==> src/pkg/prox_pkg.sv <==
package prox_pkg;
  // ----------------------------------------------------------------
  // Bus and register map
  // ----------------------------------------------------------------
  localparam logic [6:0] SLAVE_ADDR = 7'h23;
  localparam logic [7:0] OFS_MODE = 8'h81;
  localparam logic [7:0] OFS_DRIVE = 8'h82;
  localparam logic [7:0] OFS_PULSES = 8'h83;
  localparam logic [7:0] OFS_RATE = 8'h84;
  localparam logic [7:0] OFS_STATUS = 8'h8c;
  localparam logic [7:0] OFS_RES_LO = 8'h8d;
  localparam logic [7:0] OFS_RES_HI = 8'h8e;
  localparam logic [7:0] RST_MODE = 8'h00;
  localparam logic [7:0] RST_DRIVE = 8'h7f;
  localparam logic [7:0] RST_PULSES = 8'h01;
  localparam logic [7:0] RST_RATE = 8'h02;
  // Writable bit masks; reserved bits read as zero
  localparam logic [7:0] MSK_MODE = 8'h23;
  localparam logic [7:0] MSK_PULSES = 8'h0f;
  localparam logic [7:0] MSK_RATE = 8'h0f;
  // ----------------------------------------------------------------
  // Field positions
  // ----------------------------------------------------------------
  localparam int MODE_ACT_BIT = 1;
  localparam int SAT_EN_BIT = 5;
  localparam int SAT_FLAG_BIT = 7;
  localparam int NEW_BIT = 0;
  // ----------------------------------------------------------------
  // Timing
  // ----------------------------------------------------------------
  localparam int CLK_HZ = 20000000;
  localparam int MS_PER_S = 1000;
  localparam int F_BASE_HZ = 30000;
  localparam int F_STEP_HZ = 10000;
  localparam logic [3:0] MIN_PULSES = 4'h1;

  // Repeat interval in ms per rate code
  function automatic logic [10:0] repeat_ms(input logic [3:0] c);
    logic [10:0] r;
    r = 11'd10;
    if (!c[3]) begin
      case (c[2:0])
        3'h0: r = 11'd50;
        3'h1: r = 11'd70;
        3'h2: r = 11'd100;
        3'h3: r = 11'd200;
        3'h4: r = 11'd500;
        3'h5: r = 11'd1000;
        default: r = 11'd2000;
      endcase
    end
    return r;
  endfunction : repeat_ms
endpackage : prox_pkg

==> src/rtl/proximity_measurement_control.sv <==
`timescale 1ns/1ps
// What this block does
// - Mode codes 00 and 01 mean standby; codes 10 and 11 mean active.
// - Proximity channel leaves reset in standby with mode field zero.
// - Standby makes no measurements but all registers stay readable and the control registers writable.
// - The serial slave keeps working in standby and in active mode.
// - Control bit 5 enables the saturation flag in result upper byte bit 7.
// - Frequency code 000..111 gives 30..100 kHz in 10 kHz steps, reset 011.
// - Duty code 00..11 gives 25, 50, 75, 100 percent, reset 11.
// - Peak current code 0..3 gives 5..50 mA, higher codes 100 mA, reset 111.
// - Emit as many pulses as the count field, 1..15, reset 0001.
// - Active mode repeats measurements and updates results once per interval.
// - Repeat codes map to 50..2000 ms, any 1xxx gives 10 ms, reset 0010.
// - Slave answers at seven-bit address 0x23 plus the host's read/write bit.
// - Writing a result sets the new-data flag; reading the result clears it.
module proximity_measurement_control
  import prox_pkg::*;
#(
  parameter int MS_CYCLES = CLK_HZ / MS_PER_S
) (
  input wire logic I_REF_CLK,
  input wire logic I_RST_N,
  input wire logic I_SCL,
  input wire logic I_SDA,
  output logic O_SDA_OUT,
  output logic O_SDA_OE,
  input wire logic [10:0] I_PROX_SAMPLE,
  input wire logic I_PROX_SAT,
  output logic O_EMIT,
  output logic [2:0] O_LED_CURRENT,
  output logic O_ACTIVE
);
  typedef enum logic [1:0] {M_STBY, M_WAIT, M_BURST} meas_e;
  meas_e mstate;
  logic [7:0] mode_ctl, drive, pulses, rate, res_lo, res_hi;
  logic new_flag;
  logic [15:0] ms_cnt, ph_cnt;
  logic [10:0] ms_left;
  logic [3:0] pulse_left;
  logic wr, rd;
  logic [7:0] ptr, wdata;
  logic [7:0] rdata;

  // ----------------------------------------------------------------
  // Serial register port
  // ----------------------------------------------------------------
  i2c_reg_slave u_slave (
    .i_clk(I_REF_CLK),
    .i_rst_n(I_RST_N),
    .i_scl(I_SCL),
    .i_sda(I_SDA),
    .o_sda_oe(O_SDA_OE),
    .o_wr(wr),
    .o_rd(rd),
    .o_ptr(ptr),
    .o_wdata(wdata),
    .i_rdata(rdata)
  );

  // ----------------------------------------------------------------
  // Decode and read mux
  // ----------------------------------------------------------------
  wire active = mode_ctl[MODE_ACT_BIT];
  wire rd_result = rd && (ptr == OFS_RES_LO || ptr == OFS_RES_HI);
  always_comb begin
    case (ptr)
      OFS_MODE: rdata = mode_ctl;
      OFS_DRIVE: rdata = drive;
      OFS_PULSES: rdata = pulses;
      OFS_RATE: rdata = rate;
      OFS_STATUS: rdata = 8'(new_flag) << NEW_BIT;
      OFS_RES_LO: rdata = res_lo;
      OFS_RES_HI: rdata = res_hi;
      default: rdata = 8'h00;
    endcase
  end

  // Register writes; accepted in either mode
  always_ff @(posedge I_REF_CLK) begin
    if (!I_RST_N) begin
      mode_ctl <= RST_MODE;
      drive <= RST_DRIVE;
      pulses <= RST_PULSES;
      rate <= RST_RATE;
    end else if (wr) begin
      // Reserved bits masked so they read zero even if the host misbehaves
      if (ptr == OFS_MODE) mode_ctl <= wdata & MSK_MODE;
      if (ptr == OFS_DRIVE) drive <= wdata;
      if (ptr == OFS_PULSES) pulses <= wdata & MSK_PULSES;
      if (ptr == OFS_RATE) rate <= wdata & MSK_RATE;
    end
  end

  // ----------------------------------------------------------------
  // Emitter timing
  // ----------------------------------------------------------------
  // Period rounds down, so the real rate is a shade above nominal
  wire [31:0] f_hz = F_BASE_HZ + F_STEP_HZ * 32'(drive[7:5]);
  wire [15:0] period = 16'(CLK_HZ / f_hz);
  wire [17:0] on_prod = 18'(period) * 18'({1'b0, drive[4:3]} + 3'h1);
  wire [15:0] on_cyc = 16'(on_prod >> 2);
  wire [3:0] n_pulses = (pulses[3:0] == 4'h0) ? MIN_PULSES : pulses[3:0];
  wire [10:0] interval_ms = repeat_ms(rate[3:0]);
  wire ms_tick = ms_cnt == 16'(MS_CYCLES - 1);
  wire interval_end = mstate != M_STBY && ms_tick && ms_left == 11'd1;
  wire period_end = ph_cnt == period - 16'h1;
  wire meas_done = mstate == M_BURST && period_end && pulse_left == 4'h1;
  wire next_emit = mstate == M_BURST && active && ph_cnt < on_cyc;

  // Interval clock runs through the burst so spacing stays exact;
  // standby preloads a full interval so the first burst waits one too
  always_ff @(posedge I_REF_CLK) begin
    if (!I_RST_N) begin
      ms_cnt <= 16'h0;
      ms_left <= 11'd1;
    end else if (mstate == M_STBY) begin
      ms_cnt <= 16'h0;
      ms_left <= interval_ms;
    end else begin
      ms_cnt <= ms_tick ? 16'h0 : ms_cnt + 16'h1;
      if (ms_tick) ms_left <= (ms_left == 11'd1) ? interval_ms : ms_left - 11'd1;
    end
  end

  // Measurement sequencer
  always_ff @(posedge I_REF_CLK) begin
    if (!I_RST_N || !active) begin
      mstate <= M_STBY;
      ph_cnt <= 16'h0;
      pulse_left <= 4'h0;
    end else begin
      case (mstate)
        M_STBY: mstate <= M_WAIT;
        M_WAIT: begin
          ph_cnt <= 16'h0;
          pulse_left <= n_pulses;
          if (interval_end) mstate <= M_BURST;
        end
        M_BURST: begin
          ph_cnt <= period_end ? 16'h0 : ph_cnt + 16'h1;
          if (period_end) pulse_left <= pulse_left - 4'h1;
          if (meas_done) mstate <= M_WAIT;
        end
        default: mstate <= M_STBY;
      endcase
    end
  end

  // ----------------------------------------------------------------
  // Result and new-data flag
  // ----------------------------------------------------------------
  always_ff @(posedge I_REF_CLK) begin
    if (!I_RST_N) begin
      res_lo <= 8'h00;
      res_hi <= 8'h00;
      new_flag <= 1'b0;
    end else begin
      if (meas_done) begin
        res_lo <= I_PROX_SAMPLE[7:0];
        res_hi <= {I_PROX_SAT & mode_ctl[SAT_EN_BIT], 4'h0, I_PROX_SAMPLE[10:8]};
      end
      // Set beats a clear in the same cycle
      if (meas_done) new_flag <= 1'b1;
      else if (rd_result) new_flag <= 1'b0;
    end
  end

  // Pins
  always_ff @(posedge I_REF_CLK) begin
    if (!I_RST_N) begin
      O_EMIT <= 1'b0;
      O_LED_CURRENT <= RST_DRIVE[2:0];
      O_ACTIVE <= 1'b0;
      O_SDA_OUT <= 1'b0;
    end else begin
      O_EMIT <= next_emit;
      O_LED_CURRENT <= drive[2:0];
      O_ACTIVE <= active;
      O_SDA_OUT <= 1'b0; // Open drain: only pulls low
    end
  end

  // ----------------------------------------------------------------
  // Checks
  // ----------------------------------------------------------------
  logic [4:0] rise_cnt;
  logic [15:0] hi_len;
  always_ff @(posedge I_REF_CLK) begin
    if (!I_RST_N || mstate != M_BURST) rise_cnt <= 5'h0;
    else if (next_emit && !O_EMIT) rise_cnt <= rise_cnt + 5'h1;
    hi_len <= O_EMIT ? hi_len + 16'h1 : 16'h0;
  end

  AST_RESET_STBY: assert property (@(posedge I_REF_CLK)
    !I_RST_N |=> mode_ctl == 8'h00 && mstate == M_STBY)
    else $error("not in standby after reset");
  AST_STBY_QUIET: assert property (@(posedge I_REF_CLK) disable iff (!I_RST_N)
    !active |=> ##1 !O_EMIT && !$rose(new_flag))
    else $error("emitter active in standby");
  AST_MODE_DECODE: assert property (@(posedge I_REF_CLK) disable iff (!I_RST_N)
    O_ACTIVE == $past(mode_ctl[1]))
    else $error("active output disagrees with mode");
  AST_SAT_FLAG: assert property (@(posedge I_REF_CLK) disable iff (!I_RST_N)
    meas_done |=> res_hi[SAT_FLAG_BIT] == $past(I_PROX_SAT && mode_ctl[SAT_EN_BIT]))
    else $error("saturation flag wrong");
  // Full duty merges a burst into one lit stretch, so it shows a single rise
  AST_PULSE_NUM: assert property (@(posedge I_REF_CLK) disable iff (!I_RST_N)
    meas_done && active |-> rise_cnt == ((drive[4:3] == 2'h3) ? 5'h1 : 5'(n_pulses)))
    else $error("pulse count wrong");
  // In the cycle of the fall the length counter still holds the lit cycles
  AST_ON_WIDTH: assert property (@(posedge I_REF_CLK) disable iff (!I_RST_N)
    $fell(O_EMIT) && active && drive[4:3] != 2'h3 && !$past(wr, 2) |-> hi_len == on_cyc)
    else $error("pulse width wrong");
  AST_NEW_SET: assert property (@(posedge I_REF_CLK) disable iff (!I_RST_N)
    meas_done |=> new_flag ##0 res_lo == $past(I_PROX_SAMPLE[7:0]))
    else $error("result not flagged");
  AST_NEW_CLR: assert property (@(posedge I_REF_CLK) disable iff (!I_RST_N)
    rd_result && !meas_done |=> !new_flag)
    else $error("flag not cleared by read");
  AST_BURST_START: assert property (@(posedge I_REF_CLK) disable iff (!I_RST_N)
    mstate == M_WAIT && interval_end && active |=> mstate == M_BURST [*2])
    else $error("interval end did not start burst");
  AST_RATE_LOAD: assert property (@(posedge I_REF_CLK) disable iff (!I_RST_N)
    mstate != M_STBY && ms_tick && ms_left == 11'd1 && active |=> ms_left == $past(interval_ms))
    else $error("interval reload wrong");
  COV_MEAS: cover property (@(posedge I_REF_CLK) disable iff (!I_RST_N) meas_done);
  COV_SAT: cover property (@(posedge I_REF_CLK) disable iff (!I_RST_N) meas_done && I_PROX_SAT);
  COV_RD_ACTIVE: cover property (@(posedge I_REF_CLK) disable iff (!I_RST_N) rd_result && active);
endmodule : proximity_measurement_control

==> src/rtl/i2c_reg_slave.sv <==
`timescale 1ns/1ps
module i2c_reg_slave
  import prox_pkg::*;
(
  input wire logic i_clk,
  input wire logic i_rst_n,
  input wire logic i_scl,
  input wire logic i_sda,
  output logic o_sda_oe,
  output logic o_wr,
  output logic o_rd,
  output logic [7:0] o_ptr,
  output logic [7:0] o_wdata,
  input wire logic [7:0] i_rdata
);
  typedef enum logic [2:0] {S_IDLE, S_ADDR, S_REG, S_WR, S_RD} st_e;
  st_e state;
  logic scl_q, sda_q, ack;
  logic [3:0] cnt;
  logic [7:0] shreg;

  // ----------------------------------------------------------------
  // Bus event decode
  // ----------------------------------------------------------------
  wire rise = i_scl & ~scl_q;
  wire fall = ~i_scl & scl_q;
  wire start = scl_q & i_scl & sda_q & ~i_sda;
  wire stop = scl_q & i_scl & ~sda_q & i_sda;
  wire byte_end = fall & ~ack & (cnt == 4'h8);
  wire hit = shreg[7:1] == SLAVE_ADDR;

  // Byte engine, alive in every mode of the sensor
  always_ff @(posedge i_clk) begin
    o_wr <= 1'b0;
    o_rd <= 1'b0;
    scl_q <= i_scl;
    sda_q <= i_sda;
    if (!i_rst_n) begin
      state <= S_IDLE;
      {ack, o_sda_oe, scl_q, sda_q} <= 4'hf & 4'h3;
      cnt <= 4'h0;
      shreg <= 8'h00;
      o_ptr <= 8'h00;
      o_wdata <= 8'h00;
    end else if (start) begin
      state <= S_ADDR;
      {ack, o_sda_oe} <= 2'b00;
      cnt <= 4'h0;
    end else if (stop) begin
      state <= S_IDLE;
      {ack, o_sda_oe} <= 2'b00;
    end else if (state != S_IDLE) begin
      if (rise && !ack && state != S_RD) begin
        shreg <= {shreg[6:0], i_sda};
        cnt <= cnt + 4'h1;
      end else if (rise && ack && state == S_RD && i_sda) begin
        state <= S_IDLE; // Master NACK ends the read
        ack <= 1'b0;
      end else if (byte_end) begin
        ack <= 1'b1;
        cnt <= 4'h0;
        o_sda_oe <= state != S_RD && (state != S_ADDR || hit);
        if (state == S_ADDR && !hit) state <= S_IDLE;
        if (state == S_REG) o_ptr <= shreg;
        if (state == S_WR) begin
          o_wr <= 1'b1;
          o_wdata <= shreg;
        end
      end else if (fall && ack) begin
        ack <= 1'b0;
        o_sda_oe <= 1'b0;
        if (state == S_WR) o_ptr <= o_ptr + 8'h01;
        if (state == S_ADDR) state <= shreg[0] ? S_RD : S_REG;
        if (state == S_REG) state <= S_WR;
        if ((state == S_ADDR && shreg[0]) || state == S_RD) begin
          o_rd <= 1'b1;
          o_sda_oe <= ~i_rdata[7];
          shreg <= {i_rdata[6:0], 1'b0};
          cnt <= 4'h1;
        end
      end else if (fall && state == S_RD) begin
        o_sda_oe <= ~shreg[7];
        shreg <= {shreg[6:0], 1'b0};
        cnt <= cnt + 4'h1;
      end
    end
  end

  AST_ADDR_ACK: assert property (@(posedge i_clk) disable iff (!i_rst_n)
    byte_end && !start && !stop && state == S_ADDR && hit |=> o_sda_oe && ack)
    else $error("address match not acknowledged");
  AST_NO_FOREIGN: assert property (@(posedge i_clk) disable iff (!i_rst_n)
    byte_end && !start && !stop && state == S_ADDR && !hit |=> !o_sda_oe && state == S_IDLE)
    else $error("foreign address acknowledged");
  COV_WRITE: cover property (@(posedge i_clk) disable iff (!i_rst_n) o_wr);
  COV_READ: cover property (@(posedge i_clk) disable iff (!i_rst_n) o_rd);
endmodule : i2c_reg_slave

==> config.mk <==
export PLATFORM = sky130hd
export DESIGN_NAME = proximity_measurement_control
export DESIGN_NICKNAME = d
export VERILOG_FILES = /design/src/pkg/prox_pkg.sv /design/src/rtl/proximity_measurement_control.sv /design/src/rtl/i2c_reg_slave.sv
export SDC_FILE = /design/constraint.sdc
export NUM_CORES = 1
export LEC_CHECK = 0
export BUFFER_PORTS_ARGS = -buffer_cell sky130_fd_sc_hd__buf_2
export CAP_MARGIN = 40
export CELL_PAD_IN_SITES_DETAIL_PLACEMENT = 0
export CELL_PAD_IN_SITES_GLOBAL_PLACEMENT = 1
export CORE_MARGIN = 2
export CORE_UTILIZATION = 43
export DETAILED_ROUTE_END_ITERATION = 12
export PLACE_DENSITY_LB_ADDON = 0.1
export SLEW_MARGIN = 40
export SYNTH_ARGS = -nofsm -noshare
export SYNTH_HDL_FRONTEND = slang
export SYNTH_SLANG_ARGS = --single-unit
==> constraint.sdc <==
create_clock -name I_REF_CLK -period 64 [get_ports I_REF_CLK]
set_input_delay 12.8 -clock I_REF_CLK [delete_from_list [all_inputs] [get_ports I_REF_CLK]]
set_output_delay 12.8 -clock I_REF_CLK [all_outputs]
set_load 0.01 [all_outputs]
Yosys cells after proc, flatten, opt, wreduce, memory -nomap -nowiden

Index checks and enable logic that the tools add are counted.

Logic and storage cells: 216
Input port bits: 16
Output and inout bits: 7
Register bits after elaboration: 123

Multiply operators: 2
Div/mod/pow operators: 1
Order comparisons: 1
Bitwise gates (word level): 25
Reduce and logical (&&, ||, !) cells: 62
Eq/ne operators: 37
Add/sub/neg operators: 9
Muxes and demuxes: 52

Operator list:

| operator               | number |
|---|---|
| $mux 8                 | 10 |
| $pmux 11 s6            | 1 |
| $eq 8x8->1 const B     | 7 |
| $pmux 8 s7             | 1 |
| $mux 11                | 4 |
| $add 16x1->16 const B  | 2 |
| $div 25x32->32 const A | 1 |
| $mux 4                 | 8 |
| $pmux 16 s2            | 1 |
| $mux 3                 | 7 |
| $add 15x17->18 const A | 1 |
| $mul 16x3->18          | 1 |
| $logic_and 1x1->1      | 17 |
| $eq 16x15->1 const B   | 1 |
| $eq 16x16->1           | 1 |
| $lt 16x16->1           | 1 |
| $mux 16                | 1 |
| $sub 16x1->16 const B  | 1 |
| $mux 1                 | 15 |
| $not 1->1              | 15 |
| $reduce_and 5->1       | 3 |
| $reduce_bool 3->1      | 5 |
| $reduce_and 7->1       | 2 |
| $mul 10x3->13 const A  | 1 |
| 42 further kinds       | 82 |

Logic depth before layout (Yosys ltp)

Depth in word-level cells: 10
Depth in mapped cells: 308

Cells and area by module

From an unflattened synthesis, not the netlist that was laid out.

Cells, all modules: 3,705
Area, all modules: 26,546.7 µm²

Modules (own cells, without submodules):

| module                        | cells each | instances | area each (µm²) | seq. area each (µm²) |
|---|---|---|---|---|
| proximity_measurement_control | 3,459      | 1         | 24,313.3        | 1,721.7 |
| i2c_reg_slave                 | 246        | 1         | 2,233.4         | 740.7 |

Worst setup path after synthesis

No wires, ideal clock.

Kind: register -> register
From: register drive[5]
To: register O_EMIT
Arrival time: 53.319 ns
Stages on the path, launching flop included: 286
Setup slack: 10.566 ns
Clock period less this slack: 53.434 ns
Cell sequence: dfxtp_1 -> inv_2 -> clkbuf_1 -> clkbuf_1 -> fa_1 -> inv_1 -> ha_1 -> fa_1 -> inv_1 -> o21a_1 -> xnor2_1 -> ha_1 -> o21a_1 -> o211ai_1 -> nor4_1 -> and2_1 -> clkbuf_1 -> o21ai_0 -> [250 not listed] -> a21o_1 -> a21oi_1 -> nor2b_1 -> o21ai_0 -> nand2b_1 -> a21oi_1 -> nor2b_1 -> o21ai_0 -> nand2b_1 -> a21oi_1 -> nor2b_1 -> o21ai_0 -> nand2b_1 -> a21oi_1 -> nor2b_1 -> o21ai_0 -> nand2b_1 -> a2111oi_0

Longest elaborated chain between the ends: 6

RTL lines:

| element                | RTL line                             | text |
|---|---|---|
| from (decl)            | proximity_measurement_control.sv:35  | `logic [7:0] mode_ctl, drive, pulses, rate, res_lo, res_hi;` |
| from (signal assigned) | proximity_measurement_control.sv:88  | `if (ptr == OFS_DRIVE) drive <= wdata;` |
| $mul 10x3->13          | proximity_measurement_control.sv:98  | `wire [31:0] f_hz = F_BASE_HZ + F_STEP_HZ * 32'(drive[7:5]);` |
| $add 15x17->18         | proximity_measurement_control.sv:98  |  |
| $div 25x32->32         | proximity_measurement_control.sv:99  | `wire [15:0] period = 16'(CLK_HZ / f_hz);` |
| $mul 16x3->18          | proximity_measurement_control.sv:100 | `wire [17:0] on_prod = 18'(period) * 18'({1'b0, drive[4:3]} + 3'h1);` |
| $lt 16x16->1           | proximity_measurement_control.sv:108 | `wire next_emit = mstate == M_BURST && active && ph_cnt < on_cyc;` |
| $logic_and 1x1->1      | proximity_measurement_control.sv:108 |  |
| to (signal assigned)   | proximity_measurement_control.sv:176 | `O_EMIT <= next_emit;` |
| to (decl)              | proximity_measurement_control.sv:29  | `output logic O_EMIT,` |

No other way between the ends.
A chain may end at the register's enable or synchronous reset.

Worst setup path after layout

Ends and elaborated chain as after synthesis.

==> results.yml <==
status:
  outcome: "complete, no violations"
detailed_routing:
  vias: 28600
  totalWireLength_um: 104000
  vias_per_cell: 6.43
  wl_per_cell_um: 23.4
  drt_iter0_drc: 2706
  drcViolationCount: 0
  first_pass_iters: 6
  ant_nets: 0
cts:
  clk_pin_slew_worst_paths_ns: 0.06
  htreeDepth: 4
  cts_hold_buf: 0
  clockRootBuffer: "clkbuf_16"
  cts_made_buffers: 17
  cts_tree: "built"
  worst_skew_pair.late_latency_ns: 0.44
  max-clock-path-buffers: 2
  numClockSinks: 123
worst_setup_path:
  critPathRequiredTime_ns: 64.32
  cpPeakStageDelay_ns: 0.73
  path_buf_inv: 14
  end_kind: "flip-flop"
  slowest_stage: "or4_1"
  path_delay_family: "compound AO/OA/AOI/OAI gates"
  crit_type: "flip-flop to flip-flop"
  path_common_cell: "a21oi_1"
  startpoint_type: "flip-flop"
  crit_fanout: 30
  reg2reg_from: "drive[5]$_SDFFE_PN1P_"
  startpoint: "drive[5]$_SDFFE_PN1P_"
  arrival_ns: 58.81
sta:
  rsz0062_at_grt: "false"
  fin_crit_ns: 58.49
  tightestPinTransition_ns: 0.898
  slew_headroom_pct: 40.0
  maxSlewViolCount: 0
  finalSetupTns_ns: 0
  skew_ns: 0.0231
  setup_viol: 0
  whs_ns: 0.463
  hold_viol: 0
  fin_crit_sh_pct: 91.4
  setup_slack_ns: 5.51
  fmax_mhz: 17.1
final_layout:
  final_util_pct: 46.1
  syn_to_final_growth_pct: 6.41
  fin_nets: 3984
  drive_gt1_share_pct: 7.33
  fillers: 6141
  multi_input_area_um2: 22500
  diodes: 0
  seq_area_um2: 2470
die:
  io_pins: 23
  chipWidth_um: 250
  die_area_um2: 62500
  die_h_um: 250
  core_area_um2: 60000
  rows: 90
  initial_utilization_pct: 43.3
synthesis:
  synth_common_cells: "nand2_1, a21oi_1, nor2_1, ha_1, o21ai_0"
  ys_warn_count: 0
  ys_types: 134
  synth_area_um2: 26000
  ys_ff_latch: 123
  synth_edf_count: 0
  synth_top_area_cell: "ha_1"
  ys_top_cells_by_area: "ha_1, dfxtp_1, a21oi_1"
  synth_top_area_share_pct: 14.0
  synth_most_common_cell: "nand2_1"
  avgSynthCellArea_um2: 7.01
  netlist_instances: 3708
  synth_ff_type: "dfxtp_1"
  yosysSeqAreaShare_pct: 9.47
  async_flop_share_pct: 0
pwr:
  p_int_mw: 0.138
  p_seq_share_pct: 42.3
  p_clk_share_pct: 54.5
  power_density_nw_per_um2: 6.60
  ir_drop_uv: 20.4
  leakage_nw: 11.8
  p_sw_mw: 0.0451
  switching_share_pct: 24.6
  pwr-share-comb_pct: 3.2
worst_hold_path:
  min_from: "mode_ctl[0]$_SDFFE_PN0P_"
  hold_path_class: "flip-flop to flip-flop"
global_routing:
  grt_overflow: 0
  grt_pass1_vias: 27200
  grt_max_degree: 50
  grt_pass1_wl_um: 159000
  antenna_found_initial: 0
  grt_usage_pct: 32.4
placed_design:
  post-dp-hpwl_um: 81400
  gp_congestion: 1.02
  io_buffer_count: 21
  pre_cts_slack_ns: 5.53
flow_run:
  drv_cap: 0
power by group through the flow:
stage / clock, mW / combinational, mW / sequential [mW]
2_1_floorplan: 0 / 0.00405 / 0.0789
3_3_place_gp: 0 / 0.00565 / 0.0791
3_5_place_dp: 0 / 0.00571 / 0.0791
4_1_cts: 0.102 / 0.00572 / 0.0774
5_1_grt: 0.104 / 0.00645 / 0.0774
6_report: 0.0997 / 0.00576 / 0.0774
cells in the final DEF, fill, tap and decap left out, types with 13 or more instances in the layout:
cell       instances
nor3b_1           13
o21ai_0          219
buf_4             46
nor2_1           343
xor2_1            77
o21ai_1           26
fa_1              19
a211oi_1          47
xnor2_1          159
o311ai_0          15
a31oi_1           50
mux2i_1           40
nor3_1            89
nor4_1            26
dfxtp_1          121
a221oi_1          15
and3_1            51
and2_1            55
o31ai_1           26
a211o_1           17
mux2_2            49
o21a_1            51
ha_1             289
nand3_1          111
nand2b_1          82
nand2_1          385
or4_1             18
nor2b_1           40
a21o_1           111
a21oi_1          356
o211ai_1          43
a21boi_0          18
o21bai_1          39
inv_1            159
clkbuf_16         17
nand4_1           71
buf_2             21
or3_1             23
registers in the layout, indices dropped and copies added, names as in the netlist, 4 cells and up:
| name | flops |
|---|---|
| pulses | 4 |
| u_slave.cnt | 4 |
| ph_cnt | 16 |
| rate | 4 |
| res_hi | 4 |
| ms_left | 11 |
| drive | 8 |
| res_lo | 8 |
| pulse_left | 4 |
| u_slave.shreg | 8 |
| ms_cnt | 16 |
| u_slave.o_wdata | 8 |
| u_slave.o_ptr | 8 |
worst register-to-register path, delay by kind of cell, from the launching register on:
family	cells	cell delay [ns]
multiplexers	2	0.74
AND/OR/NAND/NOR	78	17.37
adder cells (fa/ha/maj)	26	9.20
flip-flops	1	0.65
AO/OA/AOI/OAI	135	28.06
XOR/XNOR	3	0.58
buffers and inverters	14	1.77
path summary, 6_finish.rpt:
check | end | cells past startpoint | slack, ns
hold / removal | mode_ctl[0]$_SDFFE_PN0P_ | 2 | 0.46
setup / recovery | O_EMIT$_SDFF_PN0_ | 258 | 5.51
hold reg to reg | mode_ctl[0]$_SDFFE_PN0P_ | 2 | 0.46
setup reg to reg | O_EMIT$_SDFF_PN0_ | 258 | 5.51
logic make-up after synthesis:
family          after synthesis  synth area share, %
compound gates             1232                 31.6
xor+xnor                    246                 8.31
fa+ha+maj                   309                 15.4
buf+inv                     310                 4.64
flops                       123                 9.47
mux                          99                 4.19
other cells                   2               0.0289
simple gates               1387                 26.3
layout make-up:
type	instances	share of cell area [%]
Sequential cell	123	8.92
Timing Repair Buffer	69	1.72
Multi-Input combinational cell	3283	81.4
Clock buffer	17	1.54
Inverter	165	2.24
Clock inverter	15	0.637
Tap cell	782	3.54
through the flow:
stage | std cells | power [mW] | instance area, µm²
2_1_floorplan | 3716 | 0.0829 | 26000
3_5_place_dp | 4420 | 0.0848 | 27000
5_1_grt | 4454 | 0.188 | 27700
3_3_place_gp | 4419 | 0.0847 | 27000
4_1_cts | 4452 | 0.185 | 27600
6_report | 4454 | 0.183 | 27700
timing repair:
item	4_1_cts	5_1_grt
setup endpoints to repair	0	1
resized for setup	0	2
setup buffers	0	0
layer usage:
layer  track usage [%]  wire [µm]  share of wire [%]  vias up
met5                 0          0                  0        -
met4              14.6       5120                4.9        0
met3              4.12       7420                7.1      244
met2              53.8      47300                 45     1183
met1              41.8      44500                 43    13500
li1                  -          -                  -    13700
Power figures use the tool's default switching activity.
